### config.mk
export PLATFORM = sky130hd
export DESIGN_NAME = aor_converter_ctrl
export DESIGN_NICKNAME = d
export VERILOG_FILES = /design/src/aor_pkg.sv /design/src/aor_conv_timer.sv /design/src/aor_oversampler.sv /design/src/aor_converter_ctrl.sv
export VERILOG_INCLUDE_DIRS = /design/src
export SDC_FILE = /design/constraint.sdc
export NUM_CORES = 1
export LEC_CHECK = 0
export ABC_CLOCK_PERIOD_IN_PS = 6450
export BUFFER_PORTS_ARGS = -buffer_cell sky130_fd_sc_hd__clkbuf_2
export CAP_MARGIN = 20
export CORE_UTILIZATION = 45
export DETAILED_ROUTE_END_ITERATION = 8
export HOLD_SLACK_MARGIN = 0.08
export PLACE_DENSITY = 0.66
export SYNTH_ARGS = -nofsm -noshare
export SYNTH_HDL_FRONTEND = slang
export SYNTH_HIERARCHICAL = 1
export SYNTH_SLANG_ARGS = --single-unit
### constraint.sdc
create_clock -name clock_i -period 6.45 [get_ports clock_i]
set_clock_uncertainty 0.2 [all_clocks]
set_input_delay 1.29 -clock clock_i [delete_from_list [all_inputs] [get_ports clock_i]]
set_output_delay 1.29 -clock clock_i [all_outputs]
set_load 0.01 [all_outputs]
### src/aor_defines.svh
// Purpose: Offsets, field positions, channel numbers and timing counts.
// Assumes: Converter clock of 250 MHz drives all logic.
// Notes:   Included by its bare name.
`ifndef AOR_DEFINES_SVH
`define AOR_DEFINES_SVH

// Register offsets.
`define AOR_ADDR_STAT   8'h00
`define AOR_ADDR_CTL1   8'h04
`define AOR_ADDR_OVS    8'h08
`define AOR_ADDR_DATA   8'h0c

// Status fields.
`define AOR_STAT_EOC    1
`define AOR_STAT_RUN    4

// Control one fields.
`define AOR_CTL1_ON     0
`define AOR_CTL1_START  1
`define AOR_CTL1_CH_LO  8
`define AOR_CTL1_CH_HI  12
`define AOR_CTL1_TSVR   23

// Oversample control fields.
`define AOR_OVS_EN      0
`define AOR_OVS_RAT_LO  2
`define AOR_OVS_RAT_HI  4
`define AOR_OVS_SH_LO   5
`define AOR_OVS_SH_HI   8
`define AOR_OVS_RES_LO  12
`define AOR_OVS_RES_HI  13

// Internal channel numbers.
`define AOR_CH_TEMP     5'h10
`define AOR_CH_VREF     5'h11

// Largest shift and accumulator width.
`define AOR_SHIFT_MAX   4'h8
`define AOR_ACC_W       20

// Phase lengths in half converter clock cycles.
`define AOR_SMPL_HALF   3
`define AOR_CONV12_HALF 25
`define AOR_CONV10_HALF 21
`define AOR_CONV8_HALF  17
`define AOR_CONV6_HALF  13
// Whole cycles: sampling rounds up, totals are exact.
`define AOR_SMPL_CYC    ((`AOR_SMPL_HALF + 1) / 2)
`define AOR_TADC12      ((`AOR_SMPL_HALF + `AOR_CONV12_HALF) / 2)
`define AOR_TADC10      ((`AOR_SMPL_HALF + `AOR_CONV10_HALF) / 2)
`define AOR_TADC8       ((`AOR_SMPL_HALF + `AOR_CONV8_HALF) / 2)
`define AOR_TADC6       ((`AOR_SMPL_HALF + `AOR_CONV6_HALF) / 2)

`endif

### src/aor_pkg.sv
// Purpose: Types shared by the converter control files.
// Assumes: Nothing beyond the defines header.
// Notes:   Codes are written out.
package aor_pkg;

  typedef enum logic [1:0] {
    AOR_RES_12 = 2'b00,
    AOR_RES_10 = 2'b01,
    AOR_RES_8  = 2'b10,
    AOR_RES_6  = 2'b11
  } aor_res_t;

  typedef enum logic [2:0] {
    AOR_T_IDLE = 3'b001,
    AOR_T_SMPL = 3'b010,
    AOR_T_CONV = 3'b100
  } aor_tstate_t;

endpackage : aor_pkg

### src/aor_conv_timer.sv
// Purpose: Sampling and approximation phase timing of one conversion.
// Assumes: start_i is only raised while idle_o is high.
// Notes:   Resolution is latched at start and held for the conversion.
`timescale 1ns/10ps
`include "aor_defines.svh"

module aor_conv_timer (
  // Clock and reset
  input  wire logic              clock_i,
  input  wire logic              rst_n_i,
  // Control
  input  wire logic              start_i,
  input  wire aor_pkg::aor_res_t res_i,
  // Phase outputs
  output logic                   idle_o,
  output logic                   sample_o,
  output logic                   convert_o,
  output logic                   done_o
);

  aor_pkg::aor_tstate_t state_reg;
  aor_pkg::aor_tstate_t state_next;
  aor_pkg::aor_res_t    res_reg;
  logic [4:0]           cnt_reg;
  logic [4:0]           total;
  wire                  last_cyc;
  wire                  smpl_end;

  ////////////////////////////////////////////////////////////////////////////
  // cycle totals
  always_comb
  begin
    unique case (res_reg)
      aor_pkg::AOR_RES_12: total = 5'(`AOR_TADC12);
      aor_pkg::AOR_RES_10: total = 5'(`AOR_TADC10);
      aor_pkg::AOR_RES_8:  total = 5'(`AOR_TADC8);
      aor_pkg::AOR_RES_6:  total = 5'(`AOR_TADC6);
    endcase
  end

  assign smpl_end = cnt_reg == 5'(`AOR_SMPL_CYC - 1);
  assign last_cyc = cnt_reg == total - 5'h01;

  always_comb
  begin
    state_next = state_reg;
    unique case (state_reg)
      aor_pkg::AOR_T_IDLE: if (start_i) state_next = aor_pkg::AOR_T_SMPL;
      aor_pkg::AOR_T_SMPL: if (smpl_end) state_next = aor_pkg::AOR_T_CONV;
      aor_pkg::AOR_T_CONV: if (last_cyc) state_next = aor_pkg::AOR_T_IDLE;
      default:             state_next = aor_pkg::AOR_T_IDLE;
    endcase
  end

  ////////////////////////////////////////////////////////////////////////////
  always_ff @(posedge clock_i or negedge rst_n_i)
  begin
    if (!rst_n_i)
    begin
      state_reg <= aor_pkg::AOR_T_IDLE;
      res_reg   <= aor_pkg::AOR_RES_12;
      cnt_reg   <= 5'h00;
      done_o    <= 1'b0;
    end
    else
    begin
      state_reg <= state_next;
      done_o    <= (state_reg == aor_pkg::AOR_T_CONV) && last_cyc;
      cnt_reg   <= (state_reg == aor_pkg::AOR_T_IDLE) ? 5'h00
                                                      : cnt_reg + 5'h01;
      if (state_reg == aor_pkg::AOR_T_IDLE && start_i)
        res_reg <= res_i;
    end
  end

  assign idle_o    = state_reg[0];
  assign sample_o  = state_reg[1];
  assign convert_o = state_reg[2];

endmodule : aor_conv_timer

### src/aor_oversampler.sv
// Purpose: Sums N results, shifts with rounding, keeps 16 bits.
// Assumes: One data_valid_i pulse per finished conversion.
// Notes:   With oversampling off each result passes straight through.
`timescale 1ns/10ps
`include "aor_defines.svh"

module aor_oversampler #(
  parameter int ACC_W = `AOR_ACC_W
) (
  // Clock and reset
  input  wire logic        clock_i,
  input  wire logic        rst_n_i,
  // Settings
  input  wire logic        enable_i,
  input  wire logic [2:0]  ratio_i,
  input  wire logic [3:0]  shift_i,
  // Conversion results
  input  wire logic        data_valid_i,
  input  wire logic [11:0] data_i,
  // Averaged output
  output logic             last_o,
  output logic             result_valid_o,
  output logic [15:0]      result_o
);

  logic [ACC_W-1:0] acc_reg;
  logic [8:0]       cnt_reg;
  wire  [8:0]       ratio_n;
  wire  [ACC_W:0]   sum;
  wire  [3:0]       sh;
  wire  [ACC_W:0]   half;
  wire  [ACC_W:0]   rounded;
  wire              deliver;

  ////////////////////////////////////////////////////////////////////////////
  // ratio decode
  assign ratio_n = 9'h002 << ratio_i;
  assign sum     = {1'b0, acc_reg} + (ACC_W+1)'(data_i);
  assign sh      = (shift_i > `AOR_SHIFT_MAX) ? `AOR_SHIFT_MAX : shift_i;
  assign half    = (sh == 4'h0) ? '0 : ((ACC_W+1)'(1) << (sh - 4'h1));
  assign rounded = (sum + half) >> sh;
  assign last_o  = !enable_i || (cnt_reg == ratio_n - 9'h001);
  assign deliver = data_valid_i && last_o;

  ////////////////////////////////////////////////////////////////////////////
  always_ff @(posedge clock_i or negedge rst_n_i)
  begin
    if (!rst_n_i)
    begin
      acc_reg        <= '0;
      cnt_reg        <= 9'h000;
      result_valid_o <= 1'b0;
      result_o       <= 16'h0000;
    end
    else
    begin
      result_valid_o <= deliver;
      if (!enable_i || deliver)
      begin
        acc_reg <= '0;
        cnt_reg <= 9'h000;
      end
      else if (data_valid_i)
      begin
        acc_reg <= sum[ACC_W-1:0];
        cnt_reg <= cnt_reg + 9'h001;
      end
      if (deliver)
        result_o <= enable_i ? rounded[15:0] : {4'h0, data_i};
    end
  end

endmodule : aor_oversampler

### src/aor_converter_ctrl.sv
// Purpose: Register front end, internal channels, resolution and
//          oversampling control around the approximation core.
// Assumes: Software keeps the resolution fixed while the converter is on;
//          a write during that time is ignored for safety.
// Notes:   Read data stands in the cycle after the read strobe only.
//
// The strobed register port and the address map were decided locally.
`timescale 1ns/10ps
`include "aor_defines.svh"

////////////////////////////////////////////////////////////////////////////////
module aor_converter_ctrl (
  // Clock and reset
  input  wire logic        clock_i,
  input  wire logic        rst_n_i,
  // Register port
  input  wire logic [7:0]  addr_i,
  input  wire logic [31:0] wdata_i,
  input  wire logic        wr_i,
  input  wire logic        rd_i,
  output logic      [31:0] rdata_o,
  // Start trigger
  input  wire logic        trigger_i,
  // Approximation core
  input  wire logic [11:0] core_result_i,
  output logic             core_sample_o,
  output logic             core_convert_o,
  output logic [1:0]       core_res_o,
  output logic [4:0]       core_channel_o,
  // Internal analog channels
  output logic             temp_sensor_input_en_o,
  output logic             internal_ref_input_en_o,
  output logic             temp_sensor_pd_o,
  // Status
  output logic             eoc_o
);

  // Control one fields.
  logic              converter_on_reg;
  logic              sensor_ref_enable_reg;
  logic [4:0]        channel_reg;
  // Oversample control fields.
  logic              ovs_en_reg;
  logic [2:0]        oversample_ratio_reg;
  logic [3:0]        oversample_shift_reg;
  aor_pkg::aor_res_t resolution_select_reg;
  // Run state and results.
  logic              run_reg;
  logic              eoc_reg;
  logic [15:0]       data_reg;

  wire               wr_stat;
  wire               wr_ctl1;
  wire               wr_ovs;
  wire               rd_data;
  wire               sw_start;
  wire               start_req;
  wire               tim_idle;
  wire               tim_done;
  wire               tim_sample;
  wire               tim_convert;
  wire               tim_start;
  wire               ovs_last;
  wire               ovs_valid;
  wire [15:0]        ovs_result;
  wire [11:0]        masked;
  wire               internal_ch;
  wire               chan_ok;
  wire [4:0]         chan_sel;
  wire               tsvr_sel;
  wire [31:0]        stat_word;
  wire [31:0]        ctl1_word;
  wire [31:0]        ovs_word;
  wire [31:0]        data_word;
  logic [31:0]       rd_mux;
  logic [11:0]       res_mask;

  ////////////////////////////////////////////////////////////////////////////
  // Address decode.
  assign wr_stat = wr_i && (addr_i == `AOR_ADDR_STAT);
  assign wr_ctl1 = wr_i && (addr_i == `AOR_ADDR_CTL1);
  assign wr_ovs  = wr_i && (addr_i == `AOR_ADDR_OVS);
  assign rd_data = rd_i && (addr_i == `AOR_ADDR_DATA);

  assign sw_start = wr_ctl1 && wdata_i[`AOR_CTL1_START]
                  && wdata_i[`AOR_CTL1_ON];
  assign start_req = converter_on_reg && !run_reg && trigger_i;

  // internal channel gating
  // A start written with a new channel is judged on the written values.
  assign chan_sel    = wr_ctl1 ? wdata_i[`AOR_CTL1_CH_HI:`AOR_CTL1_CH_LO]
                               : channel_reg;
  assign tsvr_sel    = wr_ctl1 ? wdata_i[`AOR_CTL1_TSVR]
                               : sensor_ref_enable_reg;
  assign internal_ch = (chan_sel == `AOR_CH_TEMP)
                     || (chan_sel == `AOR_CH_VREF);
  assign chan_ok     = !internal_ch || tsvr_sel;

  // Timer is restarted back to back until the oversampler has its N.
  // The last done must not launch a stray conversion into the next sum.
  assign tim_start = run_reg && tim_idle && !(tim_done && ovs_last);

  ////////////////////////////////////////////////////////////////////////////
  // Results above the selected width are masked so a noisy core cannot
  // leak stray low-resolution bits into the sum.
  always_comb
  begin
    unique case (resolution_select_reg)
      aor_pkg::AOR_RES_12: res_mask = 12'hfff;
      aor_pkg::AOR_RES_10: res_mask = 12'h3ff;
      aor_pkg::AOR_RES_8:  res_mask = 12'h0ff;
      aor_pkg::AOR_RES_6:  res_mask = 12'h03f;
    endcase
  end

  assign masked = core_result_i & res_mask;

  ////////////////////////////////////////////////////////////////////////////
  // Read words.
  assign stat_word = {27'h0, run_reg, 2'h0, eoc_reg, 1'b0};
  assign ctl1_word = {8'h00, sensor_ref_enable_reg, 10'h000, channel_reg,
                      7'h00, converter_on_reg};
  assign ovs_word  = {18'h00000, resolution_select_reg, 3'h0,
                      oversample_shift_reg, oversample_ratio_reg, 1'b0,
                      ovs_en_reg};
  assign data_word = {16'h0000, data_reg};

  always_comb
  begin
    unique case (addr_i)
      `AOR_ADDR_STAT: rd_mux = stat_word;
      `AOR_ADDR_CTL1: rd_mux = ctl1_word;
      `AOR_ADDR_OVS:  rd_mux = ovs_word;
      `AOR_ADDR_DATA: rd_mux = data_word;
      default:        rd_mux = 32'h0000_0000;
    endcase
  end

  ////////////////////////////////////////////////////////////////////////////
  // Phase timing per resolution.
  aor_conv_timer u_timer (
    .clock_i   (clock_i),
    .rst_n_i   (rst_n_i),
    .start_i   (tim_start),
    .res_i     (resolution_select_reg),
    .idle_o    (tim_idle),
    .sample_o  (tim_sample),
    .convert_o (tim_convert),
    .done_o    (tim_done)
  );

  // Averaging of successive results.
  aor_oversampler #(
    .ACC_W (`AOR_ACC_W)
  ) u_ovs (
    .clock_i        (clock_i),
    .rst_n_i        (rst_n_i),
    .enable_i       (ovs_en_reg),
    .ratio_i        (oversample_ratio_reg),
    .shift_i        (oversample_shift_reg),
    .data_valid_i   (tim_done),
    .data_i         (masked),
    .last_o         (ovs_last),
    .result_valid_o (ovs_valid),
    .result_o       (ovs_result)
  );

  assign core_sample_o  = tim_sample;
  assign core_convert_o = tim_convert;

  ////////////////////////////////////////////////////////////////////////////
  // Control one register.
  always_ff @(posedge clock_i or negedge rst_n_i)
  begin
    if (!rst_n_i)
    begin
      converter_on_reg      <= 1'b0;
      sensor_ref_enable_reg <= 1'b0;
      channel_reg           <= 5'h00;
    end
    else if (wr_ctl1)
    begin
      converter_on_reg      <= wdata_i[`AOR_CTL1_ON];
      sensor_ref_enable_reg <= wdata_i[`AOR_CTL1_TSVR];
      channel_reg           <= wdata_i[`AOR_CTL1_CH_HI:`AOR_CTL1_CH_LO];
    end
  end

  ////////////////////////////////////////////////////////////////////////////
  // Oversample control register.
  always_ff @(posedge clock_i or negedge rst_n_i)
  begin
    if (!rst_n_i)
    begin
      ovs_en_reg            <= 1'b0;
      oversample_ratio_reg  <= 3'h0;
      oversample_shift_reg  <= 4'h0;
      resolution_select_reg <= aor_pkg::AOR_RES_12;
    end
    else if (wr_ovs)
    begin
      ovs_en_reg           <= wdata_i[`AOR_OVS_EN];
      oversample_ratio_reg <= wdata_i[`AOR_OVS_RAT_HI:`AOR_OVS_RAT_LO];
      oversample_shift_reg <= wdata_i[`AOR_OVS_SH_HI:`AOR_OVS_SH_LO];
      if (!converter_on_reg)
        resolution_select_reg <= aor_pkg::aor_res_t'(
          wdata_i[`AOR_OVS_RES_HI:`AOR_OVS_RES_LO]);
    end
  end

  ////////////////////////////////////////////////////////////////////////////
  // Run control, result and end flag.
  always_ff @(posedge clock_i or negedge rst_n_i)
  begin
    if (!rst_n_i)
    begin
      run_reg  <= 1'b0;
      eoc_reg  <= 1'b0;
      data_reg <= 16'h0000;
    end
    else
    begin
      if (!run_reg && chan_ok && (sw_start || start_req))
        run_reg <= 1'b1;
      else if (tim_done && ovs_last)
        run_reg <= 1'b0;
      if (ovs_valid)
        data_reg <= ovs_result;
      if (ovs_valid)
        eoc_reg <= 1'b1;
      else if (rd_data || (wr_stat && !wdata_i[`AOR_STAT_EOC]))
        eoc_reg <= 1'b0;
    end
  end

  ////////////////////////////////////////////////////////////////////////////
  // Outputs to the core and analog side.
  always_ff @(posedge clock_i or negedge rst_n_i)
  begin
    if (!rst_n_i)
    begin
      rdata_o                 <= 32'h0000_0000;
      core_res_o              <= 2'b00;
      core_channel_o          <= 5'h00;
      temp_sensor_input_en_o  <= 1'b0;
      internal_ref_input_en_o <= 1'b0;
      temp_sensor_pd_o        <= 1'b1;
      eoc_o                   <= 1'b0;
    end
    else
    begin
      rdata_o                 <= rd_i ? rd_mux : 32'h0000_0000;
      core_res_o              <= resolution_select_reg;
      core_channel_o          <= channel_reg;
      temp_sensor_input_en_o  <= sensor_ref_enable_reg;
      internal_ref_input_en_o <= sensor_ref_enable_reg;
      temp_sensor_pd_o        <= !sensor_ref_enable_reg;
      eoc_o                   <= eoc_reg;
    end
  end

endmodule : aor_converter_ctrl

* After elaboration in Yosys (flattened, before gate mapping) *
Cells that the tools add are included.

operators by class
  add/sub/neg operators = 7
  order comparisons = 1
  equality and inequality tests = 20
  shift-type cells = 3
  multiplexer cells = 22
  bitwise gates (word level) = 2
  reductions and logical operators = 37

operator list
  operator                count
  $pmux W24 S4            1
  $pmux W12 S4            1
  $mux W20                2
  $mux W32                1
  $add A20 B12 Y21        1
  $add A21 B21 Y21        1
  $mux W21                1
  $shl A1 B4 Y21 const A  1
  $shr A21 B4 Y16         1
  $pmux W5 S4             1
  $mux W9                 2
  $eq A8 B4 Y1 const B    2
  $logic_and A1 B1 Y1     16
  $mux W16                1
  $and A12 B12 Y12        1
  $eq A5 B5 Y1 const B    2
  $mux W5                 2
  $add A9 B1 Y9 const B   1
  $eq A9 B9 Y1            1
  $mux W3                 3
  $pmux W3 S3             1
  $shl A2 B3 Y9 const A   1
  $sub A9 B1 Y9 const B   1
  $eq A2 B2 Y1 const B    4
  other kinds (23)        43

storage, ports and cells
  register bits after elaboration = 134
  bits of input ports = 57
  output and inout port bits = 45
  logic and storage cells = 116

* Depth between registers and ports, before layout *
  word-level depth = 10
  gate-level depth with buffers = 20
  mapped depth without buffers = 20

* Modules after synthesis *
The synthesis kept the hierarchy.

by module, submodules not included
  module              times used  cells each  area each (um^2)  seq. area each (um^2)
  aor_oversampler     1           575         4658.2            1151.1
  aor_converter_ctrl  1           190         2577.5            1552.7
  aor_conv_timer      1           53          588.1             276.5

* Worst setup path before layout *
OpenSTA, ideal clock, no wires.

  path kind = input -> register
  start point = input port core_result_i[0]
  end point = register u_ovs.result_o[15]
  library setup time = 0.126 ns
  arrival time = 4.937 ns
  data required time = 6.124 ns
  setup slack = 1.187 ns
  stages = 20
  buffers on the path = 0
  cells stage by stage = ha_1 inv_1 fa_1 nor2b_1 o211ai_1 a21oi_1 a31oi_1 o21ai_0 nand2_1 xnor2_1 ha_1 and3_1 nor2_1 a32oi_1 o21ai_4 a2111oi_4 o21a_1 o211ai_1 and4_1 a221o_1

on the way
  cells in the longest elaborated chain, start to end = 5

ends and longest elaborated chain
  element               line                       source
  from (decl)           aor_converter_ctrl.sv:25   input wire logic [11:0] core_result_i,
  $and A12 B12 Y12      aor_converter_ctrl.sv:116  assign masked = core_result_i & res_mask;
  $add A20 B12 Y21      aor_oversampler.sv:38      assign sum = {1'b0, acc_reg} + (ACC_W+1)'(data_i);
  $add A21 B21 Y21      aor_oversampler.sv:41      assign rounded = (sum + half) >> sh;
  $shr A21 B4 Y16       aor_oversampler.sv:41
  $mux W16              aor_oversampler.sv:69      result_o <= enable_i ? rounded[15:0] : {4'h0, data_i};
  to (signal assigned)  aor_oversampler.sv:69
  to (decl)             aor_oversampler.sv:23      output logic [15:0] result_o

Every way passes these cells.
A chain may end at the register's enable or synchronous reset.

* Final worst setup path *
Same ends and word-level chain as after synthesis.

==> impl_metrics.json <==
{
  "status": "complete, no violations",
  "fin_tns_setup_ns": 0,
  "grt_pass1_vias": 6301,
  "fp.dieArea_sq_um": 17920,
  "largest_reg_flops": 20,
  "synthToLayoutAreaGrowth_pct": 14.66,
  "worstSetupEndpointType": "flip-flop",
  "synth_top_flop_cell": "dfrtp_1",
  "ys_top_cells_by_area": "dfrtp_1, ha_1, mux2_2, nor2_1, a21oi_1",
  "grt_util_all_layers": 0.2351,
  "hpwl_um": 14670,
  "worstSkewPairLatency_ns": 0.42,
  "via_per_inst": 5.835,
  "drc": 0,
  "maxCapViolations": 0,
  "instances_no_fill": 1122,
  "r2r_start": "resolution_select_reg[1]",
  "r2r_setup_slack_ns": 1.22,
  "synth.distinct_cells": 95,
  "synthArstFlopShare": 1.000,
  "first_pass_iters": 5,
  "clk_pin_slew_ns": 0.06,
  "dpl_cell_area_sq_um": 8354,
  "htreeDepth": 4,
  "startpoint_type": "input pin",
  "yosys_warnings": 6,
  "finalInstanceArea_sq_um": 8971,
  "yosysSeqAreaShare": 0.3809,
  "n_fill_cell": 1525,
  "setup.worst_path.start": "core_result_i[0]",
  "vias": 6547,
  "clock_sinks": 119,
  "layout_min_cycle_time_ns": 5.677,
  "row_count": 47,
  "detail_route.wl_per_cell_um": 17.71,
  "nNetsFinal": 983,
  "dpl.cell_count": 1090,
  "ant_nets": 0,
  "p_total_w": 0.002109,
  "crit_type": "in2reg",
  "maxSlewHeadroom": 0.4140,
  "drt-initial-drc-count": 495,
  "syn_area_sq_um": 7824,
  "hold_path.class": "reg2reg",
  "post-cts-setup-buffers": 0,
  "tightest_slew_ns": 0.8723,
  "fin_crit_sh": 0.8802,
  "synth_common_cells": "dfrtp_1, nor2_1, nand2_1, a21oi_1, o21ai_0",
  "syn_area_per_cell_sq_um": 9.564,
  "root_buffer": "clkbuf_16",
  "critPathMaxFanout": 5,
  "p_leak_nw": 4.218,
  "initial_core_util": 0.4668,
  "slew_violations": 0,
  "synth_top_area_cell": "dfrtp_1",
  "antenna_found_initial": 0,
  "worstHoldPathCells": 0,
  "hold_start": "eoc_reg",
  "cts-resized-gates": 0,
  "num_antenna_cells": 0,
  "drive_gt1_frac": 0.1984,
  "rsz0062_at_grt": "no",
  "cts-buffers-inserted": 17,
  "synth_edf_count": 0,
  "finalHoldViolations": 0,
  "dieWidth_um": 133.9,
  "crit_arrival_ns": 5.77,
  "port_buffers": 69,
  "wl_um": 19870,
  "synth.ff_latch_count": 119,
  "grt_pass1_wl_um": 32930,
  "gp_congestion": 0.9008,
  "synth_top_area_share": 0.3742,
  "synthCells": 818,
  "p_per_area_nw_per_um2": 235.1,
  "core_area_sq_um": 16760,
  "hold_ws_ns": 0.2071,
  "yosysMostFrequentCell": "dfrtp_1",
  "grt_max_degree": 67,
  "hold_buffers": 0,
  "r2r_cells": 18,
  "critPathRequiredTime_ns": 6.55,
  "peakVddDrop_mv": 0.1933,
  "io_pins": 102,
  "clock_path_buffers": 2,
  "grt-ovfl-total": 0,
  "cts_tree": "yes",
  "max_freq_ghz": 0.1761,
  "die_h_um": 133.9,
  "setup_viol": 0
}
==> critical path, stage by stage <==
cell and delay, ns:
clkbuf_2 0.10, ha_1 0.19, inv_1 0.07, fa_1 0.40, nor2b_1 0.17, o211ai_1 0.17
a21oi_1 0.31, a31oi_1 0.21, o21ai_0 0.26, nand2_1 0.11, xnor2_1 0.26, ha_1 0.28
and3_1 0.23, nor2_1 0.05, a32oi_1 0.28, o21ai_4 0.14, a2111oi_4 0.37, o21a_1 0.22
o211ai_1 0.13, and4_1 0.22, a221o_1 0.30
==> layout by cell type, fill, tap and decap left out, types with 6 or more instances in the layout <==
| cell | count |
|---|---|
| nor2b_1 | 9 |
| o211ai_1 | 14 |
| xor2_1 | 13 |
| clkbuf_16 | 17 |
| and3_1 | 18 |
| nand3_1 | 22 |
| ha_1 | 35 |
| a211oi_1 | 12 |
| a22o_1 | 15 |
| o22ai_1 | 6 |
| a21oi_1 | 45 |
| xnor2_1 | 24 |
| and2_1 | 8 |
| mux2i_1 | 22 |
| o21a_1 | 12 |
| nand2_1 | 59 |
| nand4_1 | 7 |
| o21ai_0 | 42 |
| buf_4 | 13 |
| conb_1 | 23 |
| a21o_1 | 13 |
| nor3_1 | 24 |
| clkbuf_2 | 68 |
| mux2_2 | 36 |
| inv_1 | 20 |
| dfrtp_1 | 117 |
| nor2_1 | 67 |
| a31oi_1 | 11 |
==> kinds of logic (layout without fill, tap and decap cells) <==
family,count (synthesis),count (layout),share of synthesized area
xor gates and xnor gates,38,38,0.04350
adders and majority gates,37,37,0.06109
AOI/OAI and AO/OA,233,233,0.2143
other,2,23,0.0009599
DFF,119,119,0.3809
buffers and inverters,72,135,0.04398
muxes,61,61,0.08572
and+or+nand+nor,256,256,0.1695
==> final cells by class <==
class	instances	area (sq um)	share of cell area
multi-input combinational	648	4578	0.5103
tap	220	275.3	0.03068
inverter	22	82.58	0.009205
clock buffer	19	442.9	0.04937
timing repair buffer	81	437.9	0.04881
clock inverter	13	173.9	0.01939
sequential	119	2980	0.3322
==> worst paths after layout <==
path | endpoint
max in group asynchronous | data_reg[10]
worst min register to register | eoc_o
worst min-delay path | eoc_o
worst max register to register | u_ovs/result_o[14]
min in group asynchronous | u_ovs/acc_reg[11]
worst max-delay path | u_ovs/result_o[15]
==> stage by stage <==
| stage | util | setup slack (ns) |
|---|---|---|
| after floorplan | - | 1.187 |
| after global placement | 0.4985 | 0.5224 |
| after detailed placement | 0.4985 | 0.4763 |
| after CTS | 0.5353 | 0.8687 |
| after global routing | 0.5353 | 0.4406 |
| final | 0.5353 | 0.7730 |
==> power by group <==
group | total, W | internal (W) | switching (W)
clock | 0.000979 | 0.000623 | 0.000356
combinational | 0.000318 | 0.000128 | 0.000189
sequential | 0.000813 | 0.000776 | 0.0000366
==> metal layers <==
| layer | track usage | wire length (um) | vias up |
|---|---|---|---|
| met3 | 0.04649 | 1062 | 33 |
| met1 | 0.3154 | 9075 | 3152 |
| met2 | 0.3771 | 9248 | 216 |
| met4 | 0.08396 | 484 | 0 |
| met5 | 0 | 0 | - |
| li1 | - | - | 3146 |
No activity file was read; power rests on OpenSTA's default activity.
